===== src/rtl/bbs_params.svh =====
/*
  constants for the bit, branch and subtract execution block: reset values,
  cleared values and operand field widths.
  assumes it is included by bare name from the package and the design files.
*/
`ifndef BBS_PARAMS_SVH
`define BBS_PARAMS_SVH

// operand field widths
`define BBS_DATA_W 8
`define BBS_FADDR_W 7
`define BBS_BIT_W 3
`define BBS_LIT_W 9

// reset values of core state
`define BBS_ACC_RST 8'h00
`define BBS_PC_RST 15'h0000
`define BBS_BORROW_RST 1'b0
`define BBS_NIBBLE_RST 1'b0
`define BBS_ZERO_RST 1'b0

// power-down side effects: counter and prescaler cleared, flag levels
`define BBS_WDT_CLR 8'h00
`define BBS_PRE_CLR 8'h00
`define BBS_EXPIRY_SET 1'b1
`define BBS_SLEEP_CLR 1'b0
`define BBS_FLAG_RST 1'b1

// plain subtract enters the adder with no borrow pending
`define BBS_NO_BORROW 1'b1

`endif


===== src/rtl/bbs_pkg.sv =====
/*
  types of the bit, branch and subtract execution block.
  assumes the params header sits on the include path.
*/
`include "bbs_params.svh"

package bbs_pkg;
  // decoded instruction, one-hot
  typedef enum logic [11:0] {
    BBS_OP_IDLE  = 12'h001,
    BBS_OP_BCLR  = 12'h002,
    BBS_OP_BSET  = 12'h004,
    BBS_OP_SKZ   = 12'h008,
    BBS_OP_SKO   = 12'h010,
    BBS_OP_RJMP  = 12'h020,
    BBS_OP_AJMP  = 12'h040,
    BBS_OP_RRC   = 12'h080,
    BBS_OP_LSUB  = 12'h100,
    BBS_OP_RSUB  = 12'h200,
    BBS_OP_RSUBB = 12'h400,
    BBS_OP_SLEEP = 12'h800
  } bbs_op_t;

  // execution sequencer, one-hot
  typedef enum logic [2:0] {
    BBS_ST_EXEC = 3'h1,
    BBS_ST_SKIP = 3'h2,
    BBS_ST_JUMP = 3'h4
  } bbs_state_t;
endpackage


===== src/rtl/bbs_alu_if.sv =====
/*
  interface between the execution core and its subtract/rotate datapath.
  assumes both ends run in the single core clock domain; no state inside.
*/
`timescale 1ns/1ps

interface bbs_alu_if;
  logic [7:0] opnd;  // register value or literal
  logic [7:0] acc;   // accumulator
  logic cin;         // borrow-inverse bit entering the operation
  logic rot;         // rotate instead of subtract
  logic [7:0] res;   // result
  logic c_out;       // new borrow-inverse bit
  logic dc_out;      // new nibble bit
  logic z_out;       // result is zero

  modport core(output opnd, acc, cin, rot, input res, c_out, dc_out, z_out);
  modport alu(input opnd, acc, cin, rot, output res, c_out, dc_out, z_out);
endinterface


===== src/rtl/bbs_alu.sv =====
/*
  combinational subtract and rotate datapath of the execution block.
  assumes the core holds all state and registers every result.
*/
`timescale 1ns/1ps

module bbs_alu (
  // operands in, results out
  bbs_alu_if.alu bus
);
  logic [8:0] full_sum; // opnd + ~acc + cin, bit 8 is no-borrow
  logic [4:0] low_sum;  // same on the low nibble only

  //////////////////////////////////////////////////////////////////////////
  // two's complement subtract: adding the inverse avoids a second adder
  assign full_sum = {1'b0, bus.opnd} + {1'b0, ~bus.acc} + {8'h00, bus.cin};
  assign low_sum = {1'b0, bus.opnd[3:0]} + {1'b0, ~bus.acc[3:0]} + {4'h0, bus.cin};

  // result select and status
  always_comb begin
    if (bus.rot) begin
      // old flag enters bit 7, old bit 0 leaves into the flag
      bus.res = {bus.cin, bus.opnd[7:1]};
      bus.c_out = bus.opnd[0];
      bus.dc_out = 1'b0;
    end else begin
      bus.res = full_sum[7:0];
      bus.c_out = full_sum[8];
      bus.dc_out = low_sum[4];
    end
    bus.z_out = (bus.res == 8'h00);
  end
endmodule


===== src/rtl/bbs_exec.sv =====
/*
  execution core for bit clear/set/test, relative jumps, rotate through the
  borrow-inverse bit, three subtracts and the power-down side effects.
  assumes the fetch path presents one decoded instruction with instr_valid_i
  and the register file presents the addressed register on rf_rdata_i in
  that same cycle; writes come back one cycle later on the rf_* outputs.
*/
`timescale 1ns/1ps
`include "bbs_params.svh"

// Behaviour
// - bit clear zeroes one register bit, flags kept
// - bit set forces one register bit, flags kept
// - skip on zero bit: idle slot, two cycles
// - skip on one bit: idle slot, two cycles
// - relative jump to pc plus one plus k
// - accumulator jump to pc plus one plus acc
// - rotate right through the borrow-inverse bit
// - destination 0 accumulator, 1 source register
// - literal minus accumulator into the accumulator
// - register minus accumulator, borrow and nibble flags
// - subtract with borrow uses the inverted flag
// - power-down clears watchdog, sets expiry, clears sleep
module bbs_exec import bbs_pkg::*; #(
  parameter int PC_W = 15,  // program counter width
  parameter int PRE_W = 8   // watchdog prescaler width
) (
  // clock and reset
  input wire logic clk_i,
  input wire logic rst_n_i,
  // decoded instruction from fetch
  input wire logic instr_valid_i,
  input wire bbs_op_t op_i,
  input wire logic [`BBS_FADDR_W-1:0] faddr_i,
  input wire logic [`BBS_BIT_W-1:0] bit_i,
  input wire logic dest_i,
  input wire logic [`BBS_LIT_W-1:0] lit_i,
  // register file
  input wire logic [`BBS_DATA_W-1:0] rf_rdata_i,
  output logic rf_we_o,
  output logic [`BBS_FADDR_W-1:0] rf_addr_o,
  output logic [`BBS_DATA_W-1:0] rf_wdata_o,
  // core state
  output logic [PC_W-1:0] pc_o,
  output logic idle_slot_o,
  output logic [`BBS_DATA_W-1:0] acc_o,
  output logic borrow_o,
  output logic nibble_o,
  output logic zero_o,
  // watchdog and power status
  output logic [7:0] wdt_count_o,
  output logic expiry_flag_o,
  output logic sleep_flag_o
);
  logic rst_s1_r, rst_n_r;            // reset release synchroniser
  bbs_state_t state_r, state_nxt;     // sequencer
  logic [PC_W-1:0] pc_r, pc_nxt;      // address of current instruction
  logic [7:0] acc_r, acc_nxt;         // accumulator
  logic borrow_r, borrow_nxt;         // borrow-inverse bit
  logic nibble_r, nibble_nxt;         // nibble half bit
  logic zero_r, zero_nxt;             // null result bit
  logic we_r, we_nxt;                 // register write strobe
  logic [6:0] waddr_r, waddr_nxt;     // register write address
  logic [7:0] wdata_r, wdata_nxt;     // register write data
  logic idle_r, idle_nxt;             // current slot is discarded
  logic [7:0] wdt_r, wdt_nxt;         // watchdog counter
  logic [PRE_W-1:0] pre_r, pre_nxt;   // watchdog prescaler
  logic expiry_r, expiry_nxt;         // expiry flag
  logic sleep_r, sleep_nxt;           // sleep flag
  logic take;                         // instruction accepted this cycle
  logic tbit;                         // tested register bit
  logic [7:0] bmask;                  // one-hot mask of the selected bit

  bbs_alu_if alu_bus ();

  bbs_alu u_alu (
    .bus(alu_bus)
  );

  //////////////////////////////////////////////////////////////////////////
  // reset: asserted at once, released through two flops
  always_ff @(posedge clk_i or negedge rst_n_i) begin
    if (!rst_n_i) begin
      rst_s1_r <= 1'b0;
      rst_n_r <= 1'b0;
    end else begin
      rst_s1_r <= 1'b1;
      rst_n_r <= rst_s1_r;
    end
  end

  //////////////////////////////////////////////////////////////////////////
  // operand steering into the datapath
  assign take = instr_valid_i && (state_r == BBS_ST_EXEC);
  assign tbit = rf_rdata_i[bit_i];
  assign bmask = 8'h01 << bit_i;
  assign alu_bus.opnd = (op_i == BBS_OP_LSUB) ? lit_i[7:0] : rf_rdata_i;
  assign alu_bus.acc = acc_r;
  // only the borrowing forms and the rotate see the stored flag
  assign alu_bus.cin = (op_i == BBS_OP_RSUBB || op_i == BBS_OP_RRC) ?
                       borrow_r : `BBS_NO_BORROW;
  assign alu_bus.rot = (op_i == BBS_OP_RRC);

  //////////////////////////////////////////////////////////////////////////
  // next-state of the whole core
  always_comb begin
    state_nxt = state_r;
    pc_nxt = pc_r;
    acc_nxt = acc_r;
    borrow_nxt = borrow_r;
    nibble_nxt = nibble_r;
    zero_nxt = zero_r;
    we_nxt = 1'b0;
    waddr_nxt = faddr_i;
    wdata_nxt = wdata_r;
    idle_nxt = 1'b0;
    expiry_nxt = expiry_r;
    sleep_nxt = sleep_r;
    // watchdog runs free; its overflow drops the expiry flag
    pre_nxt = pre_r + 1'b1;
    wdt_nxt = wdt_r;
    if (&pre_r) begin
      wdt_nxt = wdt_r + 8'h01;
      if (&wdt_r) begin
        expiry_nxt = 1'b0;
      end
    end
    unique case (state_r)
      BBS_ST_SKIP: begin
        // discarded instruction still consumed its address
        pc_nxt = pc_r + 1'b1;
        state_nxt = BBS_ST_EXEC;
      end
      BBS_ST_JUMP: begin
        // target already loaded; this slot is the refetch bubble
        state_nxt = BBS_ST_EXEC;
      end
      BBS_ST_EXEC: begin
        if (take) begin
          pc_nxt = pc_r + 1'b1;
          unique case (op_i)
            BBS_OP_BCLR: begin
              we_nxt = 1'b1;
              wdata_nxt = rf_rdata_i & ~bmask;
            end
            BBS_OP_BSET: begin
              we_nxt = 1'b1;
              wdata_nxt = rf_rdata_i | bmask;
            end
            BBS_OP_SKZ, BBS_OP_SKO: begin
              if (tbit == (op_i == BBS_OP_SKO)) begin
                state_nxt = BBS_ST_SKIP;
                idle_nxt = 1'b1;
              end
            end
            BBS_OP_RJMP: begin
              // signed 9-bit offset reaches -256..255
              pc_nxt = pc_r + 1'b1 + {{(PC_W-9){lit_i[8]}}, lit_i};
              state_nxt = BBS_ST_JUMP;
              idle_nxt = 1'b1;
            end
            BBS_OP_AJMP: begin
              pc_nxt = pc_r + 1'b1 + {{(PC_W-8){1'b0}}, acc_r};
              state_nxt = BBS_ST_JUMP;
              idle_nxt = 1'b1;
            end
            BBS_OP_RRC, BBS_OP_RSUB, BBS_OP_RSUBB: begin
              borrow_nxt = alu_bus.c_out;
              if (op_i != BBS_OP_RRC) begin
                nibble_nxt = alu_bus.dc_out;
                zero_nxt = alu_bus.z_out;
              end
              if (dest_i) begin
                we_nxt = 1'b1;
                wdata_nxt = alu_bus.res;
              end else begin
                acc_nxt = alu_bus.res;
              end
            end
            BBS_OP_LSUB: begin
              acc_nxt = alu_bus.res;
              borrow_nxt = alu_bus.c_out;
              nibble_nxt = alu_bus.dc_out;
              zero_nxt = alu_bus.z_out;
            end
            BBS_OP_SLEEP: begin
              wdt_nxt = `BBS_WDT_CLR;
              pre_nxt = PRE_W'(`BBS_PRE_CLR);
              expiry_nxt = `BBS_EXPIRY_SET;
              sleep_nxt = `BBS_SLEEP_CLR;
            end
            default: begin
              // idle or an illegal code: just advance
            end
          endcase
        end
      end
    endcase
  end

  // registers of the core
  always_ff @(posedge clk_i or negedge rst_n_r) begin
    if (!rst_n_r) begin
      state_r <= BBS_ST_EXEC;
      pc_r <= PC_W'(`BBS_PC_RST);
      acc_r <= `BBS_ACC_RST;
      borrow_r <= `BBS_BORROW_RST;
      nibble_r <= `BBS_NIBBLE_RST;
      zero_r <= `BBS_ZERO_RST;
      we_r <= 1'b0;
      waddr_r <= 7'h00;
      wdata_r <= 8'h00;
      idle_r <= 1'b0;
      wdt_r <= `BBS_WDT_CLR;
      pre_r <= PRE_W'(`BBS_PRE_CLR);
      expiry_r <= `BBS_FLAG_RST;
      sleep_r <= `BBS_FLAG_RST;
    end else begin
      state_r <= state_nxt;
      pc_r <= pc_nxt;
      acc_r <= acc_nxt;
      borrow_r <= borrow_nxt;
      nibble_r <= nibble_nxt;
      zero_r <= zero_nxt;
      we_r <= we_nxt;
      waddr_r <= waddr_nxt;
      wdata_r <= wdata_nxt;
      idle_r <= idle_nxt;
      wdt_r <= wdt_nxt;
      pre_r <= pre_nxt;
      expiry_r <= expiry_nxt;
      sleep_r <= sleep_nxt;
    end
  end

  // outputs straight from flops
  assign rf_we_o = we_r;
  assign rf_addr_o = waddr_r;
  assign rf_wdata_o = wdata_r;
  assign pc_o = pc_r;
  assign idle_slot_o = idle_r;
  assign acc_o = acc_r;
  assign borrow_o = borrow_r;
  assign nibble_o = nibble_r;
  assign zero_o = zero_r;
  assign wdt_count_o = wdt_r;
  assign expiry_flag_o = expiry_r;
  assign sleep_flag_o = sleep_r;
endmodule


===== config.mk =====
export PLATFORM = sky130hd
export DESIGN_NAME = bbs_exec
export DESIGN_NICKNAME = d
export VERILOG_FILES = /design/src/rtl/bbs_pkg.sv /design/src/rtl/bbs_alu_if.sv /design/src/rtl/bbs_alu.sv /design/src/rtl/bbs_exec.sv
export VERILOG_INCLUDE_DIRS = /design/src /design/src/rtl
export SDC_FILE = /design/constraint.sdc
export NUM_CORES = 1
export LEC_CHECK = 0
export ABC_AREA = 1
export ABC_CLOCK_PERIOD_IN_PS = 2800
export CORE_MARGIN = 3
export CORE_UTILIZATION = 41
export CTS_CLUSTER_SIZE = 30
export DETAILED_ROUTE_END_ITERATION = 8
export DONT_BUFFER_PORTS = 1
export GPL_ROUTABILITY_DRIVEN = 1
export SKIP_LAST_GASP = 1
export SLEW_MARGIN = 30
export SYNTH_ARGS = -nofsm -noshare
export SYNTH_HDL_FRONTEND = slang
export SYNTH_SLANG_ARGS = --single-unit

===== constraint.sdc =====
create_clock -name clk_i -period 2.8 [get_ports clk_i]
set_clock_uncertainty 0.15 [all_clocks]
set_input_delay 0.56 -clock clk_i [delete_from_list [all_inputs] [get_ports clk_i]]
set_output_delay 0.56 -clock clk_i [all_outputs]
set_load 0.005 [all_outputs]

# Word level (Yosys, flattened, before mapping)
# Index checks and enable logic that the tools add are counted.
[word_totals]
output_inout_bits = 53
in_bits = 43
ff_bits = 66
wordCells = 117
[classes]
n_addsub = 9
mux = 42
order_cmp = 1
bitwise_logic = 5
n_reduce_logical = 21
eq_ne = 22
n_shift = 1
[op_table]
columns = ["operator", "count"]
rows = [
  ["8-bit two-way mux", 11],
  ["15-bit case mux with 2 select lines", 2],
  ["8-bit case mux with 3 select lines", 1],
  ["1-bit two-way mux", 17],
  ["8-bit by 1-bit adder with 8-bit output, second input constant", 2],
  ["8-bit inverter", 2],
  ["8-bit case mux with 2 select lines", 1],
  ["8-bit AND reduction", 2],
  ["15-bit by 1-bit adder with 15-bit output, second input constant", 1],
  ["15-bit adder", 1],
  ["15-bit by 8-bit adder with 15-bit output", 1],
  ["15-bit two-way mux", 1],
  ["12-bit by 10-bit == test with 1-bit output, second input constant", 1],
  ["12-bit by 11-bit == test with 1-bit output, second input constant", 1],
  ["12-bit == test, second input constant", 1],
  ["12-bit by 2-bit == test with 1-bit output, second input constant", 1],
  ["12-bit by 3-bit == test with 1-bit output, second input constant", 1],
  ["12-bit by 4-bit == test with 1-bit output, second input constant", 1],
  ["12-bit by 5-bit == test with 1-bit output, second input constant", 1],
  ["12-bit by 6-bit == test with 1-bit output, second input constant", 1],
  ["12-bit by 7-bit == test with 1-bit output, second input constant", 1],
  ["12-bit by 8-bit == test with 1-bit output, second input constant", 1],
  ["12-bit by 9-bit == test with 1-bit output, second input constant", 1],
  ["12-bit by 8-bit inequality test with 1-bit output, second input constant", 1],
  ["other kinds (31)", 47],
]

# Logic depth before layout (Yosys ltp)
[depth]
word_depth = 8
depth_mapped = 22
ltp_nobuf = 22

# By module
# Synthesis repeated with hierarchy kept, for this count alone.
[unflattened]
cells_unflattened = 711
area_unflattened_um2 = 5068.6
[by_module_without_submodules]
columns = ["mod", "instances", "seq_area_each_um2", "area_each_um2", "cells_per_inst"]
rows = [
  ["bbs_exec", 1, 1655.3, 4503.1, 603],
  ["bbs_alu", 1, 0.0, 565.5, 108],
]

# Worst setup path after synthesis
# OpenSTA, ideal clock, no wires.
[synth_timing]
path_type = "input-to-reg"
start = "in op_i[7]"
end = "reg wdata_r[6], in the netlist rf_wdata_o[6]"
setup_time_ps = 116
t_required_ps = 2534
t_arrival_ps = 3070
setup_slack_ps = -537
path_stages = 20
path_buffers = 1
cell_sequence = "nor2_2 nand2_2 nor2_8 nand2_2 buf_4 nand2_1 o21ai_0 fa_1 fa_1 nand3b_1 nand2_1 a21boi_0 nand2_1 nand3_1 nand2_1 inv_1 nand2_1 nand2_1 nand2_1 nand2_1"
[synth_between]
elab_chain_len = 7
word_cells_on_any_way = 18
classes_between = "add/sub: 2; eq/ne: 7; mux: 5; reduce/logical: 4"
[synth_lines]
columns = ["element", "line_no", "rtl"]
rows = [
  ["from (decl)", "bbs_exec.sv:33", "input wire bbs_op_t op_i,"],
  ["12-bit by 9-bit == test with 1-bit output (tied with other cells)", "bbs_exec.sv:97", "assign alu_bus.opnd = (op_i == BBS_OP_LSUB) ? lit_i[7:0] : rf_rdata_i;"],
  ["8-bit two-way mux / 1-bit logical OR (equally long branches)", "bbs_exec.sv:97, bbs_exec.sv:100", ""],
  ["8-bit by 8-bit adder with 9-bit output / 1-bit two-way mux (equally long branches)", "--", ""],
  ["9-bit by 1-bit adder with 9-bit output", "bbs_alu.sv:16", "assign full_sum = {1'b0, bus.opnd} + {1'b0, ~bus.acc} + {8'h00, bus.cin};"],
  ["8-bit two-way mux", "bbs_alu.sv:21", "if (bus.rot) begin"],
  ["8-bit two-way mux", "bbs_exec.sv:173", "if (dest_i) begin"],
  ["8-bit case mux with 3 select lines", "bbs_exec.sv:141", "unique case (op_i)"],
  ["to (signal assigned)", "bbs_exec.sv:227", "wdata_r <= wdata_nxt;"],
  ["to (decl)", "bbs_exec.sv:64", "logic [7:0] wdata_r, wdata_nxt;"],
]
# Parallel ways exist; a longest one is shown, timed or not. The select of a mux whose other input is x is not followed.
# A chain may end at the register's enable or synchronous reset.

# Worst setup path in the final report
[layout_timing]
start = "reg pc_r[1], in the netlist pc_o[1]"
end = "reg pc_r[14], in the netlist pc_o[14]"
[layout_between]
elab_chain_len = 5
word_cells_on_any_way = 6
classes_between = "add/sub: 3; mux: 3"
[layout_lines]
columns = ["element", "line_no", "rtl"]
rows = [
  ["from (decl)", "bbs_exec.sv:57", "logic [PC_W-1:0] pc_r, pc_nxt;"],
  ["from (signal assigned)", "bbs_exec.sv:205", "pc_r <= PC_W'(`BBS_PC_RST);"],
  ["from (signal assigned)", "bbs_exec.sv:220", "pc_r <= pc_nxt;"],
  ["15-bit by 1-bit adder with 15-bit output (*)", "--", ""],
  ["15-bit by 8-bit adder with 15-bit output / 15-bit adder (equally long branches)", "bbs_exec.sv:163, bbs_exec.sv:158", ""],
  ["15-bit case mux with 2 select lines", "bbs_exec.sv:141", ""],
  ["15-bit two-way mux", "bbs_exec.sv:139", "if (take) begin"],
  ["15-bit case mux with 2 select lines (*)", "bbs_exec.sv:128", "unique case (state_r)"],
]
# Every way passes the cells marked *; elsewhere a longest branch is shown, timed or not. The select of a mux whose other input is x is not followed.

==> summary.md <==
| Metric | Value |
|---|---|
| Status | `finished, final reports clean` |
| Drt wl/cell | `14.94 um` |
| Mean area per synthesized cell | `6.738 um2` |
| Largest net degree at the start of global routing | `51` |
| Cell variety after synth | `48` |
| Max cap viols | `0` |
| Setup violations, final | `0` |
| Net Count, Synth | `854` |
| Floorplan core area | `12310 um2` |
| Final wirelength | `15560 um` |
| Final hold violation count | `0` |
| Die area | `14280 um2` |
| Synthesized instance count | `784` |
| Peak VDD IR | `0.3199 mV` |
| Mux contribution to synthesized area | `0%` |
| Synth Register Bits | `66` |
| Fmax | `358.1 MHz` |
| CTS root buf | `clkbuf_16` |
| CTS Buf Count | `9` |
| Final instance area | `6766 um2` |
| Longest Clk Path Bufs | `2` |
| Top cell type by total area after synthesis | `dfrtp_1` |
| Vias in the first global route | `5173` |
| Antenna-violating nets left | `0` |
| Xor/xnor share of the synthesized area | `2.984%` |
| Least-Margin Pin Slew | `0.6213 ns` |
| Total gr overflow | `0` |
| Num rows | `40` |
| Post-DP HPWL | `12200 um` |
| CP Class | `flip-flop to flip-flop` |
| Worst Path Arrival | `2.87 ns` |
| Leakage power | `3.717 nW` |
| DRT iter0 DRCs | `321` |
| Nature of the critical path startpoint | `flip-flop` |
| WHS | `0.04087 ns` |
| Area share of fa/ha/maj cells after synthesis | `6.821%` |
| Final min period | `2.793 ns` |
| Pins Over Slew Limit | `0` |
| Height of the die | `119.5 um` |
| HP Class | `flip-flop to async pin` |
| Complex-gate fraction of the synthesized area | `11.35%` |
| Reg clk slew, reported paths | `0.06 ns` |
| Global-route wire length before repair | `25350 um` |
| Clock sinks | `66` |
| TritonRoute pass-1 iters | `5` |
| Number of fillers in the final layout | `1208` |
| # DRC | `0` |
| Die extent in x | `119.5 um` |
| Starting Density | `42.91%` |
| DP Area | `6063 um2` |
| Synth area leaders | `dfrtp_1 30%, nand2_1 17%, inv_1 8.7%, nand3_1 5.9%, ha_1 5.7%` |
| Via/cell ratio | `5.056` |
| Port-buffer cells | `0` |
| Io pins | `96` |
| Total Routing Usage GR | `21.86%` |
| Share of post-route cells with drive strength above 1 | `25.32%` |
| Vias | `5263` |
| Clock Latency Late Sink | `0.34 ns` |
| N_diodes | `0` |
| PD cells | `547.8 nW/um2` |
| Area Growth Syn to Fin | `28.09%` |
| Largest family of logic cells by synthesized area | `simple AND/OR/NAND/NOR gates` |
| Yosys top cell area share | `29.84%` |
| CTS tree | `yes` |
| Simple-Gate Fraction of Synth Area | `37.04%` |
| Final nets | `938` |
| Fin util | `54.96%` |
| Cell area after synthesis | `5283 um2` |
| Design Power | `3.707 mW` |
| Final worst-path cycle share | `99.74%` |
| Slew headroom | `58.35%` |
| Critical Path RT | `2.87 ns` |
| CP endpoint kind | `flip-flop` |
| RSZ-0062 raised after global routing | `true` |
| Gpl congestion | `0.9252` |
| Yosys warns | `0` |
| CTS H-Tree Depth | `3` |
| Initial antenna violation count | `0` |
| Crit-path max FO | `3` |
| Register area share after synthesis | `31.34%` |
==> what timing repair did <==
action | 4_1_cts | 5_1_grt
hold buffers | 1 | 0
setup buffers | 6 | 4
pin swaps | 14 | 24
gates resized for setup | 19 | 54
setup endpoints to repair | 5 | 15
endpoints found under the hold margin | 2 | 0
cloned | 0 | 1
==> placed cells by master, fill, tap and decap left out, drive strengths merged, types with 3 or more instances in the layout <==
master / instances
o211ai: 6
buf: 80
dfstp: 3
clkinv: 4
ha: 24
nand2: 259
xor2: 12
clkbuf: 11
xnor2: 6
dfrtp: 63
o21bai: 4
nand3: 62
nor3: 13
nor2: 68
fa: 3
inv: 132
nand4: 14
a21o: 3
a21oi: 27
nand3b: 6
o21ai: 53
or2: 3
and2: 4
==> worst max-delay path, stage by stage, from the launching register on <==
cell	delay [ns]
dfrtp_1	0.39
ha_2	0.21
nand2_2	0.07
nor2_4	0.11
nand4_1	0.19
nor2_4	0.18
xnor2_1	0.13
inv_1	0.09
ha_4	0.28
nand2_2	0.06
nor2_2	0.14
inv_1	0.05
nor2_1	0.08
nand2_1	0.08
nand2_1	0.06
nand2_1	0.06
nand4_1	0.12
nand3_1	0.09
nand2_1	0.07
nand2_1	0.05
==> synthesized netlist by cell type (all sizes together) <==
cell     number
o211ai        6
nand3        62
nand4        14
a211oi        1
o2111ai       1
nand2b        1
o21bai        4
a22oi         1
nor4          1
o21ai        53
dfstp         3
nand2       258
fa            3
inv         131
conb          1
xor2         12
xnor2         6
o31ai         2
nand3b        6
nor3         13
clkbuf        4
ha           24
buf           5
a21boi        1
clkinv        1
dfrtp        63
a21oi        27
a21o          3
nor2         68
a31oi         1
or2           3
and3          1
and2          4
==> stage by stage <==
step | worst slack (ns) | cells | setup TNS, ns
after CTS | 0.002163 | 1036 | 0
after global routing | -0.2008 | 1041 | -0.7583
after floorplan | -0.2108 | 784 | -0.9612
after detailed placement | -0.2385 | 1013 | -3.233
after global placement | -0.1894 | 1013 | -2.348
final | 0.007394 | 1041 | 0
==> final cells by class <==
type                    instances  area [um2]  share of cell area, %
multi-input cells             578        3451                  51.00
flip-flops and latches         66        1657                  24.48
repair buffers                 81       634.4                  9.375
inverters                     132       500.5                  7.396
clock buffers                  11       252.7                  3.735
well taps                     168       210.2                  3.107
clock inverters                 5       61.31                 0.9061
==> power by group <==
group          internal, mW  total [mW]  leakage (nW)  switching [mW]
Sequential             1.07        1.20         0.788           0.125
Combinational         0.612        1.32          2.77           0.710
Clock                 0.743        1.19         0.156           0.444
Total                  2.43        3.71          3.72            1.28
==> metal layers <==
metal	global-route usage (%)	wire length [um]	vias up
met5	0	0	-
met4	6.514	276	0
met3	5.561	1052	27
met2	36.41	7344	141
met1	28.06	6883	2441
li1	-	-	2654
==> worst paths after layout <==
check                                     from                        to  slack, ns  cells past startpoint
setup / recovery           pc_o[1]$_DFFE_PN0P_      pc_o[14]$_DFFE_PN0P_      0.007                     19
hold / removal               rst_n_r$_DFF_PN0_       pc_o[1]$_DFFE_PN0P_       0.04                      0
setup reg to reg           pc_o[1]$_DFFE_PN0P_      pc_o[14]$_DFFE_PN0P_      0.007                     19
hold reg to reg              rst_n_r$_DFF_PN0_       pc_o[1]$_DFFE_PN0P_       0.04                      0
max in group asynchronous    rst_n_r$_DFF_PN0_  sleep_flag_o$_DFFE_PN1P_       1.78                      1
min in group clk_i                  faddr_i[4]    rf_addr_o[4]$_DFF_PN0_       0.10                      0
==> cells by family after synthesis <==
group	after synthesis
AND/OR/NAND/NOR	431
buffers and inverters	141
AO/OA/AOI/OAI	100
flip-flops	66
adder cells (fa/ha/maj)	27
XOR/XNOR	18
other	1
==> state kept, by name, summed over array words and instances (netlist names) <==
name           count
acc_o              8
borrow_o           1
expiry_flag_o      1
idle_slot_o        1
nibble_o           1
pc_o              15
pre_r              8
rf_addr_o          7
rf_wdata_o         8
rf_we_o            1
rst_n_r            1
rst_s1_r           1
sleep_flag_o       1
state_r            3
wdt_count_o        8
zero_o             1
Power figures use the tool's default switching activity.
